--- config.mk ---
export PLATFORM = sky130hd
export DESIGN_NAME = parallel_card_status_control_bank
export DESIGN_NICKNAME = d
export VERILOG_FILES = /design/src/core/pcard_pkg.sv /design/src/core/parallel_card_status_control_bank.sv
export SDC_FILE = /design/constraint.sdc
export NUM_CORES = 1
export LEC_CHECK = 0
export ABC_CLOCK_PERIOD_IN_PS = 2400
export BUFFER_PORTS_ARGS = -buffer_cell sky130_fd_sc_hd__buf_2
export CAP_MARGIN = 40
export CORE_MARGIN = 3
export CORE_UTILIZATION = 51
export DETAILED_ROUTE_END_ITERATION = 8
export GPL_TIMING_DRIVEN = 0
export PLACE_DENSITY = 0.79
export SLEW_MARGIN = 20
export SYNTH_ARGS = -nofsm -noshare
export SYNTH_HDL_FRONTEND = slang
export SYNTH_SLANG_ARGS = --single-unit
--- constraint.sdc ---
create_clock -name aclk -period 2.4 [get_ports aclk]
set_input_delay 0.12 -clock aclk [delete_from_list [all_inputs] [get_ports aclk]]
set_output_delay 0.12 -clock aclk [all_outputs]
set_load 0.02 [all_outputs]
--- src/core/pcard_pkg.sv ---
package pcard_pkg;

  // Register indices; the byte address of a register is four times its index.
  localparam logic [5:0] IDX_IDENT      = 6'h00;
  localparam logic [5:0] IDX_IRQ_DMA    = 6'h01;
  localparam logic [5:0] IDX_LINE_CTL   = 6'h02;
  localparam logic [5:0] IDX_DATA       = 6'h03;
  localparam logic [5:0] IDX_READY      = 6'h04;
  localparam logic [5:0] IDX_LINE_STATE = 6'h05;
  localparam logic [5:0] IDX_EVT_STATUS = 6'h08;
  localparam logic [5:0] IDX_EVT_MASK   = 6'h09;
  localparam logic [5:0] IDX_IRQ_DMA_EN = 6'h0a;

  localparam int IDX_LSB = 2;

  // Bit positions.
  localparam int BIT_CTL_A    = 0;
  localparam int BIT_CTL_B    = 1;
  localparam int BIT_IRQ_EN   = 7;
  localparam int BIT_IRQ_PEND = 6;
  localparam int BIT_PRIO_LO  = 4;
  localparam int BIT_PERIPHERAL_OK_INPUT_OK  = 3;
  localparam int BIT_EIR_LOW  = 2;
  localparam int BIT_STI_B    = 1;
  localparam int BIT_STI_A    = 0;

  // Writable bits of the interrupt and DMA enable register.
  localparam logic [7:0] IRQ_DMA_EN_MASK = 8'h8f;
  localparam logic [7:0] CTL_RESET       = 8'h00;
  localparam logic [15:0] DOUT_RESET     = 16'h0000;

  // Event bits of the sticky event status register.
  localparam int EVT_READY = 0;
  localparam int EVT_EIR   = 1;
  localparam int EVT_STI_A = 2;
  localparam int EVT_STI_B = 3;
  localparam int N_EVT     = 4;

  localparam logic [1:0] RESP_OKAY   = 2'b00;
  localparam logic [1:0] RESP_SLVERR = 2'b10;

  // Peripheral-side input lines, all asynchronous to aclk.
  typedef struct packed {
    logic status_in_a;
    logic status_in_b;
    logic peripheral_ok_input;
    logic external_irq_input;
    logic peripheral_flag_in;
  } line_in_t;

endpackage

--- src/core/parallel_card_status_control_bank.sv ---
// The AXI4-Lite slave port was chosen for this implementation.
`timescale 1ns/10ps
// Functional notes
// - Writing one to control bit 0 or 1 drives line a or b low.
// - Writing zero to a control bit drives its line high, fixed polarity.
// - Control lines hold their level until the control register is rewritten.
// - Interface reset leaves control lines and their register bits unchanged.
// - Status lines a and b appear in bits 0 and 1 of line state.
// - A status bit reads one when its line is low, fixed inversion.
// - Line state reads return live levels; nothing latches them.
// - Line state bits 7..4 read zero; bit 3 peripheral OK; bit 2 irq line low.
// - Non-zero write to index 0 resets the interface; zero does nothing.
// - Non-zero write to index 1 sets the handshake request line.
// - Index 1 reads irq enable, pending, priority, DMA mode and channel enables.
// - Index 3 read returns all sixteen input data lines as one word.
// - Writing index 3 drives the strobed bytes of the sixteen-bit word onto the output lines.
// - Index 4 reads one when ready and zero while busy.
// - Data word write changes only data lines and direction; no handshake.
// - Data word read drives direction high unless a data write fires in the same cycle, and samples input; no handshake.
module parallel_card_status_control_bank
  import pcard_pkg::*;
#(
  parameter int         ADDR_W  = 8,
  parameter logic [7:0] CARD_ID = 8'h5a  // Arbitrary identity value.
) (
  input  wire logic              aclk,
  input  wire logic              aresetn,
  input  wire logic [ADDR_W-1:0] awaddr,
  input  wire logic [2:0]        awprot,
  input  wire logic              awvalid,
  output      logic              awready,
  input  wire logic [31:0]       wdata,
  input  wire logic [3:0]        wstrb,
  input  wire logic              wvalid,
  output      logic              wready,
  output      logic [1:0]        bresp,
  output      logic              bvalid,
  input  wire logic              bready,
  input  wire logic [ADDR_W-1:0] araddr,
  input  wire logic [2:0]        arprot,
  input  wire logic              arvalid,
  output      logic              arready,
  output      logic [31:0]       rdata,
  output      logic [1:0]        rresp,
  output      logic              rvalid,
  input  wire logic              rready,
  input  wire line_in_t          line_in,
  input  wire logic [15:0]       input_data_lines,
  input  wire logic [1:0]        priority_switch,
  output      logic              control_out_a,
  output      logic              control_out_b,
  output      logic              handshake_request_out,
  output      logic              io_direction_out,
  output      logic [15:0]       output_data_lines,
  output      logic              irq
);

  if (ADDR_W < 6 || ADDR_W > 32) begin : g_bad_addr_w
    $error("ADDR_W must lie between 6 and 32");
  end

  localparam int SYNC_W = $bits(line_in_t) + 16 + 2;

  // Two-stage synchroniser for every pin input.
  logic [SYNC_W-1:0] sync1_r;
  logic [SYNC_W-1:0] sync2_r;
  line_in_t          line_s;
  logic [15:0]       din_s;
  logic [1:0]        prio_s;
  line_in_t          line_prev_r;
  logic [2:0]        warm_r;

  always_ff @(posedge aclk) begin
    if (!aresetn) begin
      sync1_r <= '0;
      sync2_r <= '0;
    end else begin
      sync1_r <= {line_in, input_data_lines, priority_switch};
      sync2_r <= sync1_r;
    end
  end

  assign {line_s, din_s, prio_s} = sync2_r;

  always_ff @(posedge aclk) begin
    if (!aresetn) begin
      line_prev_r <= '0;
      warm_r      <= '0;
    end else begin
      line_prev_r <= line_s;
      warm_r      <= {warm_r[1:0], 1'b1};
    end
  end

  // AXI4-Lite write path: address and data are taken independently.
  logic              aw_hold_r;
  logic              w_hold_r;
  logic [5:0]        aw_idx_r;
  logic [31:0]       w_data_r;
  logic [3:0]        w_strb_r;
  logic              bvalid_r;
  logic [1:0]        bresp_r;
  logic              wr_fire;
  logic              wr_mapped;
  logic              lane0;

  assign awready   = !aw_hold_r && !bvalid_r;
  assign wready    = !w_hold_r && !bvalid_r;
  assign wr_fire   = aw_hold_r && w_hold_r && !bvalid_r;
  assign lane0     = w_strb_r[0];
  assign bvalid    = bvalid_r;
  assign bresp     = bresp_r;

  always_comb begin
    unique case (aw_idx_r)
      IDX_IDENT, IDX_IRQ_DMA, IDX_LINE_CTL, IDX_DATA,
      IDX_EVT_STATUS, IDX_EVT_MASK, IDX_IRQ_DMA_EN: wr_mapped = 1'b1;
      default:                                       wr_mapped = 1'b0;
    endcase
  end

  always_ff @(posedge aclk) begin
    if (!aresetn) begin
      aw_hold_r <= 1'b0;
      aw_idx_r  <= '0;
    end else if (awvalid && awready) begin
      aw_hold_r <= 1'b1;
      aw_idx_r  <= awaddr[IDX_LSB +: 6];
    end else if (wr_fire) begin
      aw_hold_r <= 1'b0;
    end
  end

  always_ff @(posedge aclk) begin
    if (!aresetn) begin
      w_hold_r <= 1'b0;
      w_data_r <= '0;
      w_strb_r <= '0;
    end else if (wvalid && wready) begin
      w_hold_r <= 1'b1;
      w_data_r <= wdata;
      w_strb_r <= wstrb;
    end else if (wr_fire) begin
      w_hold_r <= 1'b0;
    end
  end

  always_ff @(posedge aclk) begin
    if (!aresetn) begin
      bvalid_r <= 1'b0;
      bresp_r  <= RESP_OKAY;
    end else if (wr_fire) begin
      bvalid_r <= 1'b1;
      bresp_r  <= wr_mapped ? RESP_OKAY : RESP_SLVERR;
    end else if (bready) begin
      bvalid_r <= 1'b0;
    end
  end

  // Write strobes per register.
  logic wr_reset;
  logic wr_hs;
  logic wr_ctl;
  logic wr_data;
  logic wr_evt;
  logic wr_mask;
  logic wr_en;

  assign wr_reset = wr_fire && aw_idx_r == IDX_IDENT && lane0 && w_data_r[7:0] != 8'h00;
  assign wr_hs    = wr_fire && aw_idx_r == IDX_IRQ_DMA && lane0 && w_data_r[7:0] != 8'h00;
  assign wr_ctl   = wr_fire && aw_idx_r == IDX_LINE_CTL && lane0;
  assign wr_data  = wr_fire && aw_idx_r == IDX_DATA && (w_strb_r[1:0] != 2'b00);
  assign wr_evt   = wr_fire && aw_idx_r == IDX_EVT_STATUS && lane0;
  assign wr_mask  = wr_fire && aw_idx_r == IDX_EVT_MASK && lane0;
  assign wr_en    = wr_fire && aw_idx_r == IDX_IRQ_DMA_EN && lane0;

  // Control line register; the interface reset deliberately does not touch it.
  logic [1:0] ctl_r;

  always_ff @(posedge aclk) begin
    if (!aresetn) begin
      ctl_r <= CTL_RESET[1:0];
    end else if (wr_ctl) begin
      ctl_r <= w_data_r[BIT_CTL_B:BIT_CTL_A];
    end
  end

  assign control_out_a = !ctl_r[BIT_CTL_A];
  assign control_out_b = !ctl_r[BIT_CTL_B];

  // Output data word and direction line.
  logic [15:0] dout_r;
  logic        io_dir_r;
  logic        rd_fire;
  logic [5:0]  rd_idx;

  always_ff @(posedge aclk) begin
    if (!aresetn) begin
      dout_r <= DOUT_RESET;
    end else if (wr_data) begin
      if (w_strb_r[0]) begin
        dout_r[7:0] <= w_data_r[7:0];
      end
      if (w_strb_r[1]) begin
        dout_r[15:8] <= w_data_r[15:8];
      end
    end
  end

  always_ff @(posedge aclk) begin
    if (!aresetn) begin
      io_dir_r <= 1'b1;
    end else if (wr_data) begin
      io_dir_r <= 1'b0;
    end else if (rd_fire && rd_idx == IDX_DATA) begin
      io_dir_r <= 1'b1;
    end
  end

  assign output_data_lines = dout_r;
  assign io_direction_out  = io_dir_r;

  // Handshake request: set by software, cleared by the peripheral flag or reset.
  logic hs_r;
  logic flag_rise;

  assign flag_rise = line_s.peripheral_flag_in && !line_prev_r.peripheral_flag_in;

  always_ff @(posedge aclk) begin
    if (!aresetn) begin
      hs_r <= 1'b0;
    end else if (wr_hs) begin
      hs_r <= 1'b1;
    end else if (wr_reset || flag_rise) begin
      hs_r <= 1'b0;
    end
  end

  assign handshake_request_out = hs_r;

  // Interrupt and DMA enables.
  logic [7:0] irq_dma_en_r;

  always_ff @(posedge aclk) begin
    if (!aresetn) begin
      irq_dma_en_r <= 8'h00;
    end else if (wr_reset) begin
      irq_dma_en_r <= 8'h00;
    end else if (wr_en) begin
      irq_dma_en_r <= w_data_r[7:0] & IRQ_DMA_EN_MASK;
    end
  end

  // Sticky events; a new event wins over a write-one-to-clear.
  logic [N_EVT-1:0] evt_r;
  logic [N_EVT-1:0] evt_nxt;
  logic [N_EVT-1:0] mask_r;
  logic [N_EVT-1:0] evt_in;
  logic [N_EVT-1:0] evt_clr;
  logic             pending;

  always_comb begin
    evt_in            = '0;
    evt_in[EVT_READY] = hs_r && (wr_reset || flag_rise) && !wr_hs;
    // Line events wait until both sampled levels are real pin levels, not reset zeros.
    evt_in[EVT_EIR]   = warm_r[2] && !line_s.external_irq_input && line_prev_r.external_irq_input;
    evt_in[EVT_STI_A] = warm_r[2] && line_s.status_in_a != line_prev_r.status_in_a;
    evt_in[EVT_STI_B] = warm_r[2] && line_s.status_in_b != line_prev_r.status_in_b;
    evt_clr           = wr_reset ? '1 : (wr_evt ? w_data_r[N_EVT-1:0] : '0);
    evt_nxt           = (evt_r & ~evt_clr) | evt_in;
  end

  always_ff @(posedge aclk) begin
    if (!aresetn) begin
      evt_r <= '0;
    end else begin
      evt_r <= evt_nxt;
    end
  end

  always_ff @(posedge aclk) begin
    if (!aresetn) begin
      mask_r <= '0;
    end else if (wr_mask) begin
      mask_r <= w_data_r[N_EVT-1:0];
    end
  end

  assign pending = |(evt_r & mask_r);
  assign irq     = pending && irq_dma_en_r[BIT_IRQ_EN];

  // AXI4-Lite read path; status is sampled at the edge that takes the address.
  logic        rvalid_r;
  logic [31:0] rdata_r;
  logic [1:0]  rresp_r;
  logic [31:0] rd_mux;
  logic        rd_ok;

  assign arready = !rvalid_r;
  assign rd_fire = arvalid && arready;
  assign rd_idx  = araddr[IDX_LSB +: 6];
  assign rvalid  = rvalid_r;
  assign rdata   = rdata_r;
  assign rresp   = rresp_r;

  always_comb begin
    rd_mux = '0;
    rd_ok  = 1'b1;
    unique case (rd_idx)
      IDX_IDENT:      rd_mux[7:0] = CARD_ID;
      IDX_IRQ_DMA: begin
        rd_mux[7:0]                      = irq_dma_en_r;
        rd_mux[BIT_IRQ_PEND]             = pending;
        rd_mux[BIT_PRIO_LO +: 2]         = prio_s;
      end
      IDX_LINE_CTL:   rd_mux = '0;
      IDX_DATA:       rd_mux[15:0] = din_s;
      IDX_READY:      rd_mux[0] = !hs_r;
      IDX_LINE_STATE: begin
        rd_mux[BIT_STI_A]   = !line_s.status_in_a;
        rd_mux[BIT_STI_B]   = !line_s.status_in_b;
        rd_mux[BIT_EIR_LOW] = !line_s.external_irq_input;
        rd_mux[BIT_PERIPHERAL_OK_INPUT_OK] = line_s.peripheral_ok_input;
      end
      IDX_EVT_STATUS: rd_mux[N_EVT-1:0] = evt_r;
      IDX_EVT_MASK:   rd_mux[N_EVT-1:0] = mask_r;
      IDX_IRQ_DMA_EN: rd_mux[7:0] = irq_dma_en_r;
      default:        rd_ok = 1'b0;
    endcase
  end

  always_ff @(posedge aclk) begin
    if (!aresetn) begin
      rvalid_r <= 1'b0;
      rdata_r  <= '0;
      rresp_r  <= RESP_OKAY;
    end else if (rd_fire) begin
      rvalid_r <= 1'b1;
      rdata_r  <= rd_mux;
      rresp_r  <= rd_ok ? RESP_OKAY : RESP_SLVERR;
    end else if (rready) begin
      rvalid_r <= 1'b0;
    end
  end
endmodule // parallel_card_status_control_bank

==> results.cfg, run 1 <==
[clock_network]
holdBufCountCts = 52
insertion_delay_ns = 0.52
post_cts_buffers = 0
cts_tree = built
htree_levels = 4
numCtsBuffers = 17
cts.reportedPaths.clkPinSlew_ns = 0.06
cts_resized = 0
cts_root_buf = clkbuf_8
clock_sinks = 132
cts.path.max_buffers = 2

[timing]
hold_viol = 0
fin_crit_ns = 1.98
slew_headroom_pct = 49.3
timing.hold.ws_ns = 0.0319
fmax_ghz = 0.505
timing.final.ws_setup_ns = 0.421
setup-tns-final_ns = 0
setup_viol = 0
fin_skew_ns = 0.00583
period_share_pct = 82.5
worst_pin_slew_ns = 0.754
slew_violations = 0
rsz0062_at_grt = false

[global_routing]
grt_pass1_vias = 4539
globalRouteOverflowTotal = 0
grt_max_degree = 17
grt_pass1_wl_microns = 21600
antenna_found_initial = 0
grtUsageTotal_pct = 24.6

[power_and_ir_drop]
power.density_nw_per_um2 = 784
power_frac_clock_pct = 48.0
pwr-share-seq_pct = 43.3
finalPower_mw = 5.37
ir_drop_mv = 0.532
swShare_pct = 25.1
p_int_mw = 4.02
power_frac_comb_pct = 8.7
leakage_nw = 2.87
switchingPower_mw = 1.35

[synthesis]
synthCells = 521
synth_cell_types = 55
syn_area_per_cell_sq_um = 9.58
synth_edf_count = 0
ys.warnings.count = 0
synth_ff_type = dfxtp_1
synthesis.area_sq_um = 4990
postSynth.asyncResetShare_pct = 0
ys_seq_elements = 132
ys_seq_area_share_pct = 52.9

[critical_path]
arrival_ns = 2.38
setup.worst_path.end_class = register
cp_max_fo = 9
worst_ep_required_time_ns = 2.80
cp-start-kind = register
crit_type = register to register

[final_layout]
drive_above_1_share_pct = 23.7
multi_input_area_sq_um = 2110
final_common_cell = dfxtp_1
finalCoreUtilization_pct = 73.1
diodes = 0
areaGrowthSynthToFinish_pct = 37.2
nFillCells = 695
layout.nets = 800
final_cell_area_sq_um = 6850
seq_area_sq_um = 2640
layoutNonFillerInstCount = 854
final_cell_mix = dfxtp_1 (132), buf_2 (104), and2_1 (55)

[run_status]
run_status = complete, no violations

[place]
placed_cells_incl_taps = 770
post_dp_cell_area_sq_um = 5730
pre_cts_slack_ns = 0.453
place_hpwl_microns = 8830
port_buffers = 103
gp_congestion = 0.937

[flow_run]
drv_cap = 0

[route]
routed_wl_microns = 13200
wl_per_cell_microns = 15.4
routed_via_density = 5.19
drt_iter0_drc = 269
vias = 4434
ant_nets = 0
drc = 0
dr.pass1.iters = 5

[floorplan]
die-area_sq_um = 11000
initial_core_util_pct = 53.3
rows = 35
core_sq_um = 9370
io_pins = 150
die_w_microns = 105
die_y_microns = 105

[worst_hold_path]
hp-class = input pin to register
==> sequential cells by signal (all words and copies together), names as in the netlist, 2 cells and up <==
name / count
sync1_r: 23
ctl_r: 2
aw_idx_r: 6
evt_r: 4
line_prev_r: 4
sync2_r: 23
mask_r: 4
output_data_lines: 16
w_strb_r: 2
rdata: 16
irq_dma_en_r: 5
warm_r: 3
w_data_r: 16
==> per-layer routing <==
metal,track usage (%),routed length (microns),up-vias
met5,0,0,-
met4,10.8,347,0
met3,4.63,791,39
met2,44.5,6670,186
met1,28.0,5360,2086
li1,-,-,2123
==> Yosys cell counts, types with 2 or more instances <==
| library cell | number | area, sq um |
|---|---|---|
| or3b_2 | 2 | 17.5 |
| nor2_1 | 44 | 165 |
| nor3b_1 | 2 | 15.0 |
| o211ai_1 | 2 | 15.0 |
| nor3_1 | 3 | 15.0 |
| clkbuf_1 | 24 | 90.1 |
| a21boi_0 | 4 | 30.0 |
| a221oi_1 | 4 | 35.0 |
| nor4_1 | 5 | 31.3 |
| inv_1 | 10 | 37.5 |
| dfxtp_1 | 132 | 2640 |
| or2_2 | 2 | 12.5 |
| a311oi_1 | 3 | 26.3 |
| a211oi_1 | 2 | 15.0 |
| a31oi_1 | 3 | 18.8 |
| o31ai_1 | 2 | 15.0 |
| nor2b_1 | 2 | 12.5 |
| a21oi_1 | 39 | 195 |
| nor4_2 | 3 | 37.5 |
| o21ai_0 | 11 | 55.1 |
| nand3b_1 | 4 | 30.0 |
| mux2i_1 | 34 | 340 |
| nand2_1 | 52 | 195 |
| buf_4 | 20 | 150 |
| and2_1 | 55 | 344 |
| o21a_1 | 2 | 15.0 |
| a22oi_1 | 2 | 15.0 |
| nand3_1 | 13 | 65.1 |
| nand2b_1 | 10 | 62.6 |
| xor2_1 | 2 | 17.5 |
| o2111ai_1 | 2 | 17.5 |
| a32o_1 | 3 | 30.0 |
==> power by group through the flow <==
stage | Combinational (mW) | Clock (mW) | Sequential, mW
after global routing | 0.513 | 2.69 | 2.33
after global placement | 0.381 | 0 | 2.36
after floorplan | 0.256 | 0 | 2.36
after detailed placement | 0.392 | 0 | 2.37
final | 0.467 | 2.58 | 2.32
after CTS | 0.459 | 2.59 | 2.32
==> layout make-up <==
class                           count  share of cell area, %
Multi-Input combinational cell    348                   30.9
Tap cell                          129                   2.36
Timing Repair Buffer              155                   15.1
Clock inverter                     14                   2.43
Clock buffer                       18                   6.25
Buffer                             47                   3.80
Sequential cell                   132                   38.6
Inverter                           11                  0.603
==> critical path, cell delays in order (launching register included) <==
cell and delay [ns]:
dfxtp_1 0.38, or4b_4 0.48, buf_6 0.17, a2111oi_4 0.48, nand2b_1 0.29, nor2_1 0.08
==> kinds of logic after synthesis <==
kind of cell | count (synthesis) | share of synthesized area (%)
compound gates | 85 | 11.1
xor+xnor | 2 | 0.351
buf+inv | 58 | 6.04
flops | 132 | 52.9
mux | 35 | 7.04
other cells | 1 | 0.0751
simple gates | 208 | 22.5
==> path summary, 6_finish.rpt <==
kind / from / end / slack (ns) / cells past startpoint
worst max-delay path: aw_hold_r / irq_dma_en_r[7] / 0.42 / 5
worst min-delay path: araddr[7] / rdata[7] / 0.03 / 4
worst max register to register: aw_hold_r / irq_dma_en_r[7] / 0.42 / 5
worst min register to register: sync1_r[1] / sync2_r[1] / 0.43 / 1
Note: power is estimated with default switching activity, not from simulation.
==> run 2, diff against run 1 <==
--- a/config.mk
+++ b/config.mk
@@ -5,14 +5,15 @@
 export SDC_FILE = /design/constraint.sdc
 export NUM_CORES = 1
 export LEC_CHECK = 0
-export ABC_CLOCK_PERIOD_IN_PS = 2400
+export ABC_AREA = 1
+export ABC_CLOCK_PERIOD_IN_PS = 1800
 export BUFFER_PORTS_ARGS = -buffer_cell sky130_fd_sc_hd__buf_2
 export CAP_MARGIN = 40
 export CORE_MARGIN = 3
-export CORE_UTILIZATION = 51
+export CORE_UTILIZATION = 46
 export DETAILED_ROUTE_END_ITERATION = 8
 export GPL_TIMING_DRIVEN = 0
-export PLACE_DENSITY = 0.79
+export PLACE_DENSITY = 0.75
 export SLEW_MARGIN = 20
 export SYNTH_ARGS = -nofsm -noshare
 export SYNTH_HDL_FRONTEND = slang
==> constraint.sdc (replaced) <==
create_clock -name aclk -period 1.8 [get_ports aclk]
set_input_delay 0.09 -clock aclk [delete_from_list [all_inputs] [get_ports aclk]]
set_output_delay 0.09 -clock aclk [all_outputs]
set_load 0.02 [all_outputs]
==> run 2 against run 1 <==
Effect of this change:
- clock power rose by 30%
- design area increased by 0.47%
- sequential power is 34% higher
- cell count increased by 16%
- routed wire length fell by 4.8%
- worst hold slack improved by 0.025 ns
- utilization is 7.3 points lower
- combinational power rose by 38%
- fmax rose by 28%
- non-clock buffer count is 10 lower
- die area is 11% higher
- area after synthesis increased by 0.45%
- largest power group unchanged
==> results.cfg, run 2 <==
[run_status]
run_status = complete, no violations

[flow_run]
drv_cap = 0

[place]
gp_congestion = 0.869
place_hpwl_microns = 8560
post_dp_cell_area_sq_um = 5770
port_buffers = 103

[timing]
rsz0062_at_grt = false
worst_pin_slew_ns = 0.583
period_share_pct = 86.2
fin_crit_ns = 1.55
slew_violations = 0
setup_viol = 0
hold_viol = 0
fmax_ghz = 0.645
setup-tns-final_ns = 0
fin_skew_ns = 0.00866
slew_headroom_pct = 61.1

[final_layout]
final_cell_area_sq_um = 6880
drive_above_1_share_pct = 20.4
layout.nets = 930
final_common_cell = nand2_1
areaGrowthSynthToFinish_pct = 37.2
diodes = 0
reg_top3 = sync1_r: 23 flops, sync2_r: 23 flops
nFillCells = 901
final_cell_mix = nand2_1 (154), dfxtp_1 (132), buf_2 (103)

[critical_path]
arrival_ns = 1.92
worst-r2r-cell-count = 7
worst_ep_required_time_ns = 2.17
cp_max_fo = 10
setup.worst_path.end_class = register
cp-start-kind = register
crit_type = register to register

[clock_network]
cts.path.max_buffers = 2
cts.reportedPaths.clkPinSlew_ns = 0.06
numCtsBuffers = 17
cts_root_buf = clkbuf_8
clock_sinks = 132
cts_tree = built
insertion_delay_ns = 0.51
cts_resized = 0
post_cts_buffers = 0
htree_levels = 4

[route]
vias = 4682
dr.pass1.iters = 6
routed_wl_microns = 12500
ant_nets = 0
drc = 0
drt_iter0_drc = 260
wl_per_cell_microns = 12.6
routed_via_density = 4.72

[synthesis]
syn_area_per_cell_sq_um = 7.71
synth_edf_count = 0
synthTopCellsByArea = dfxtp_1 (53%), nand2_1 (12%), inv_1 (7.3%), a21oi_1 (6.6%), o21ai_0 (5.1%)
synth_ff_type = dfxtp_1
ys.warnings.count = 0
synth_cell_types = 32
ys_seq_elements = 132
yosys.area.top_type = dfxtp_1
yosysMostFrequentCell = nand2_1
postSynth.asyncResetShare_pct = 0
ys_seq_area_share_pct = 52.7
synthesis.area_sq_um = 5020
synthCells = 651
synth_top_area_share_pct = 52.7
ys_top_cells_by_count = nand2_1 (154), dfxtp_1 (132), inv_1 (97)

[global_routing]
grt_pass1_wl_microns = 20400
globalRouteOverflowTotal = 0
grt_pass1_vias = 4473
grtUsageTotal_pct = 20.6
antenna_found_initial = 0
grt_max_degree = 17

[worst_hold_path]
hold_depth = 4
hp-class = input pin to register

[power_and_ir_drop]
leakage_nw = 3.45
power.density_nw_per_um2 = 1030
ir_drop_mv = 0.615

[floorplan]
rows = 37
die_w_microns = 110
die_y_microns = 110
initial_core_util_pct = 47.9
core_sq_um = 10500
die-area_sq_um = 12200
io_pins = 150
[run 2: changes by cell type after synthesis, sizes merged, moves of 28 or more]
cell	before	now
a21oi	39	67
nand2	52	158
mux2i	34	0
o21ai	11	52
and2	55	0
inv	11	98
[run 2: critical path, cell delays in order, from the launching register on]
cell      delay, ns
dfxtp_1        0.33
inv_1          0.07
nand2_1        0.25
clkinv_1       0.37
nand2_1        0.19
nor2_1         0.06
nand4_1        0.08
a21oi_1        0.07
[run 2: cell families (layout without fill, tap and decap cells)]
logic type	Yosys count	after routing	synth area share, %
and+or+nand+nor	256	256	22.5
buffers and inverters	137	324	11.7
DFF	132	132	52.7
AOI/OAI and AO/OA	125	125	13.0
other	1	18	0.0748
[run 2: cell type report]
class                           count  area [sq um]  area share, %
Timing Repair Buffer              156          1050           15.2
Tap cell                          136           170           2.47
Clock buffer                       19           442           6.42
Inverter                          100           375           5.45
Sequential cell                   132          2640           38.4
Clock inverter                     13           148           2.15
Multi-Input combinational cell    399          1850           26.9
Buffer                             36           210           3.05
[run 2: final timing paths]
path	startpoint	to	slack [ns]
worst min register to register	sync1_r[8]	sync2_r[8]	0.41
worst min-delay path	arvalid	rdata[10]	0.06
worst max register to register	rvalid	rresp[1]	0.25
worst max-delay path	rvalid	rresp[1]	0.25
[run 2: metal layers]
metal	vias up	routed length (microns)	track usage (%)
li1	2376	-	-
met1	2133	5150	23.3
met2	140	6430	36.7
met3	33	621	5.04
met4	0	340	8.70
met5	-	0	0
[run 2: power breakdown]
group / internal [mW] / leakage (nW) / switching, mW
sequential: 3.04 / 1.08 / 0.0673
clock: 2.06 / 0.278 / 1.29
combinational: 0.266 / 2.09 / 0.378
[run 2: per-stage QoR]
| step | setup slack (ns) | utilization [%] | instances | total power [mW] | hold WS [ns] |
|---|---|---|---|---|---|
| 2_1_floorplan | 0.317 | - | 668 | 3.53 | 0.118 |
| 3_3_place_gp | 0.188 | 55.1 | 907 | 3.70 | 0.235 |
| 3_5_place_dp | 0.129 | 55.1 | 907 | 3.72 | 0.244 |
| 4_1_cts | 0.116 | 65.8 | 992 | 7.14 | 0.0491 |
| 5_1_grt | 0.0442 | 65.8 | 991 | 7.38 | 0.135 |
| 6_report | 0.249 | 65.8 | 991 | 7.10 | 0.0565 |
[run 2: repair_timing]
action | in CTS | in global routing
setup endpoints to repair | 0 | 1
hold buffers | 53 | 0
endpoints found under the hold margin | 57 | 0
==> run 3, diff against run 2 <==
--- a/config.mk
+++ b/config.mk
@@ -5,7 +5,7 @@
 export SDC_FILE = /design/constraint.sdc
 export NUM_CORES = 1
 export LEC_CHECK = 0
-export ABC_AREA = 1
+export ABC_AREA = 0
 export ABC_CLOCK_PERIOD_IN_PS = 1800
 export BUFFER_PORTS_ARGS = -buffer_cell sky130_fd_sc_hd__buf_2
 export CAP_MARGIN = 40
==> run 3 against run 2 <==
Effect of this change:
- the flow now finishes with violations (setup timing)
- non-clock buffer count rose by 14
- utilization is 0.63 points higher
- cell count shrank 13%
- worst setup slack got worse by 0.32 ns
- worst hold slack worse by 0.038 ns
- combinational power shrank 2%
- register-to-register slack lost 0.32 ns
- sequential power about the same
- critical path depth is 1 lower
- highest routed layer unchanged
==> results.cfg, run 3 (same netlist as run 1, synthesis figures left out) <==
[place]
gp_congestion = 0.932
port_buffers = 103
post_dp_cell_area_sq_um = 5740
place_hpwl_microns = 8780

[timing]
slew_headroom_pct = 55.3
fmax_ghz = 0.534
worst_pin_slew_ns = 0.670
hold_viol = 0
timing.final.ws_setup_ns = -0.0715
slew_violations = 0
setup_viol = 13
fin_skew_ns = 0.00847
rsz0062_at_grt = true
period_share_pct = 104
fin_crit_ns = 1.87

[clock_network]
htree_levels = 4
cts_root_buf = clkbuf_8
cts.reportedPaths.clkPinSlew_ns = 0.05
cts_tree = built
cts.path.max_buffers = 2
numCtsBuffers = 17
clock_sinks = 132
insertion_delay_ns = 0.51

[critical_path]
worst-r2r-cell-count = 6
cp-start-kind = register
r2r-end = output_data_lines[15]
r2r_start = aw_idx_r[2]
arrival_ns = 2.24
crit_type = register to register
r2r_slack_ns = -0.07
setup.worst_path.end_class = register
worst_ep_required_time_ns = 2.16
cp_max_fo = 9

[worst_hold_path]
hold_end = rdata[7]
hold_start = araddr[7]
hp-class = input pin to register
hold_depth = 4

[global_routing]
grt_pass1_wl_microns = 20700
globalRouteOverflowTotal = 0
grt_max_degree = 17
grtUsageTotal_pct = 22.2
antenna_found_initial = 0
grt_pass1_vias = 4253

[final_layout]
diodes = 0
final_cell_mix = dfxtp_1 (128), buf_2 (103), and2_1 (55)
areaGrowthSynthToFinish_pct = 39.1
final_cell_area_sq_um = 6950
layout.nets = 804
final_common_cell = dfxtp_1
reg_top3 = sync1_r: 23 flops, sync2_r: 23 flops
drive_above_1_share_pct = 25.3

[floorplan]
initial_core_util_pct = 47.7
die_w_microns = 110
io_pins = 150
die-area_sq_um = 12100
die_y_microns = 110
rows = 37
core_sq_um = 10500

[flow_run]
drv_cap = 0

[power_and_ir_drop]
ir_drop_mv = 0.476
finalPower_mw = 7.08
leakage_nw = 2.92
power.density_nw_per_um2 = 1020

[route]
wl_per_cell_microns = 15.3
dr.pass1.iters = 6
drc = 0
routed_wl_microns = 13200
ant_nets = 0
vias = 4362
routed_via_density = 5.05
drt_iter0_drc = 314

[run_status]
violations = setup timing
run_status = complete, but fails checks
run 3: what timing repair did:
item                                    in CTS  in global routing
cloned                                       2                  0
pin swaps                                    3                  3
resized for setup                           17                  9
buffers inserted                             2                  1
hold endpoints to repair                    51                  0
endpoints found under the setup margin      33                 53
hold buffers                                52                  0
run 3: per-stage QoR:
stage	hold WS, ns	utilization [%]	setup TNS [ns]	worst slack [ns]	std cells
2_1_floorplan	0.118	-	0	0.0159	538
3_3_place_gp	0.295	54.9	-2.28	-0.119	777
4_1_cts	0.000937	66.1	-0.918	-0.0966	863
6_report	0.0189	66.4	-0.450	-0.0715	863
3_5_place_dp	0.299	54.9	-3.28	-0.153	777
5_1_grt	0.0536	66.4	-2.24	-0.133	863
run 3: critical path, stage by stage, from the launching register on:
cell and delay, ns:
dfxtp_1 0.31, or4b_4 0.55, buf_8 0.17, nor4_4 0.21, buf_6 0.20, mux2i_2 0.23, nor2_1 0.06
run 3: layout make-up:
| type | count | area, sq um |
|---|---|---|
| Clock inverter | 9 | 130 |
| Inverter | 11 | 41.3 |
| Fill cell | 818 | 3510 |
| Multi-Input combinational cell | 348 | 2160 |
| Tap cell | 136 | 170 |
| Clock buffer | 21 | 449 |
| Timing Repair Buffer | 160 | 1070 |
| Sequential cell | 132 | 2650 |
| Buffer | 46 | 273 |
run 3: worst max-delay path by stage:
stage	end	start	cells after the start
finish	output_data_lines[15]	aw_idx_r[2]	6
CTS	output_data_lines[4]	aw_idx_r[2]	6
detailed placement	output_data_lines[15]	aw_hold_r	6
global placement	irq_dma_en_r[1]	aw_hold_r	5
floorplan	output_data_lines[15]	aw_idx_r[2]	6
global route	output_data_lines[9]	aw_idx_r[2]	6
run 3: routing by layer:
layer / share of wire (%) / track usage, % / wire, microns / vias to the layer above
li1: - / - / - / 2118
met1: 43 / 28.1 / 5730 / 2044
met2: 49 / 37.0 / 6520 / 170
met3: 5.2 / 4.37 / 692 / 30
met4: 2.2 / 9.59 / 295 / 0
met5: 0 / 0 / 0 / -
run 3: where the power goes:
group	internal, mW	switching [mW]	total [mW]
Sequential	3.03	0.0750	3.11
Combinational	0.287	0.344	0.631
Clock	2.16	1.18	3.34
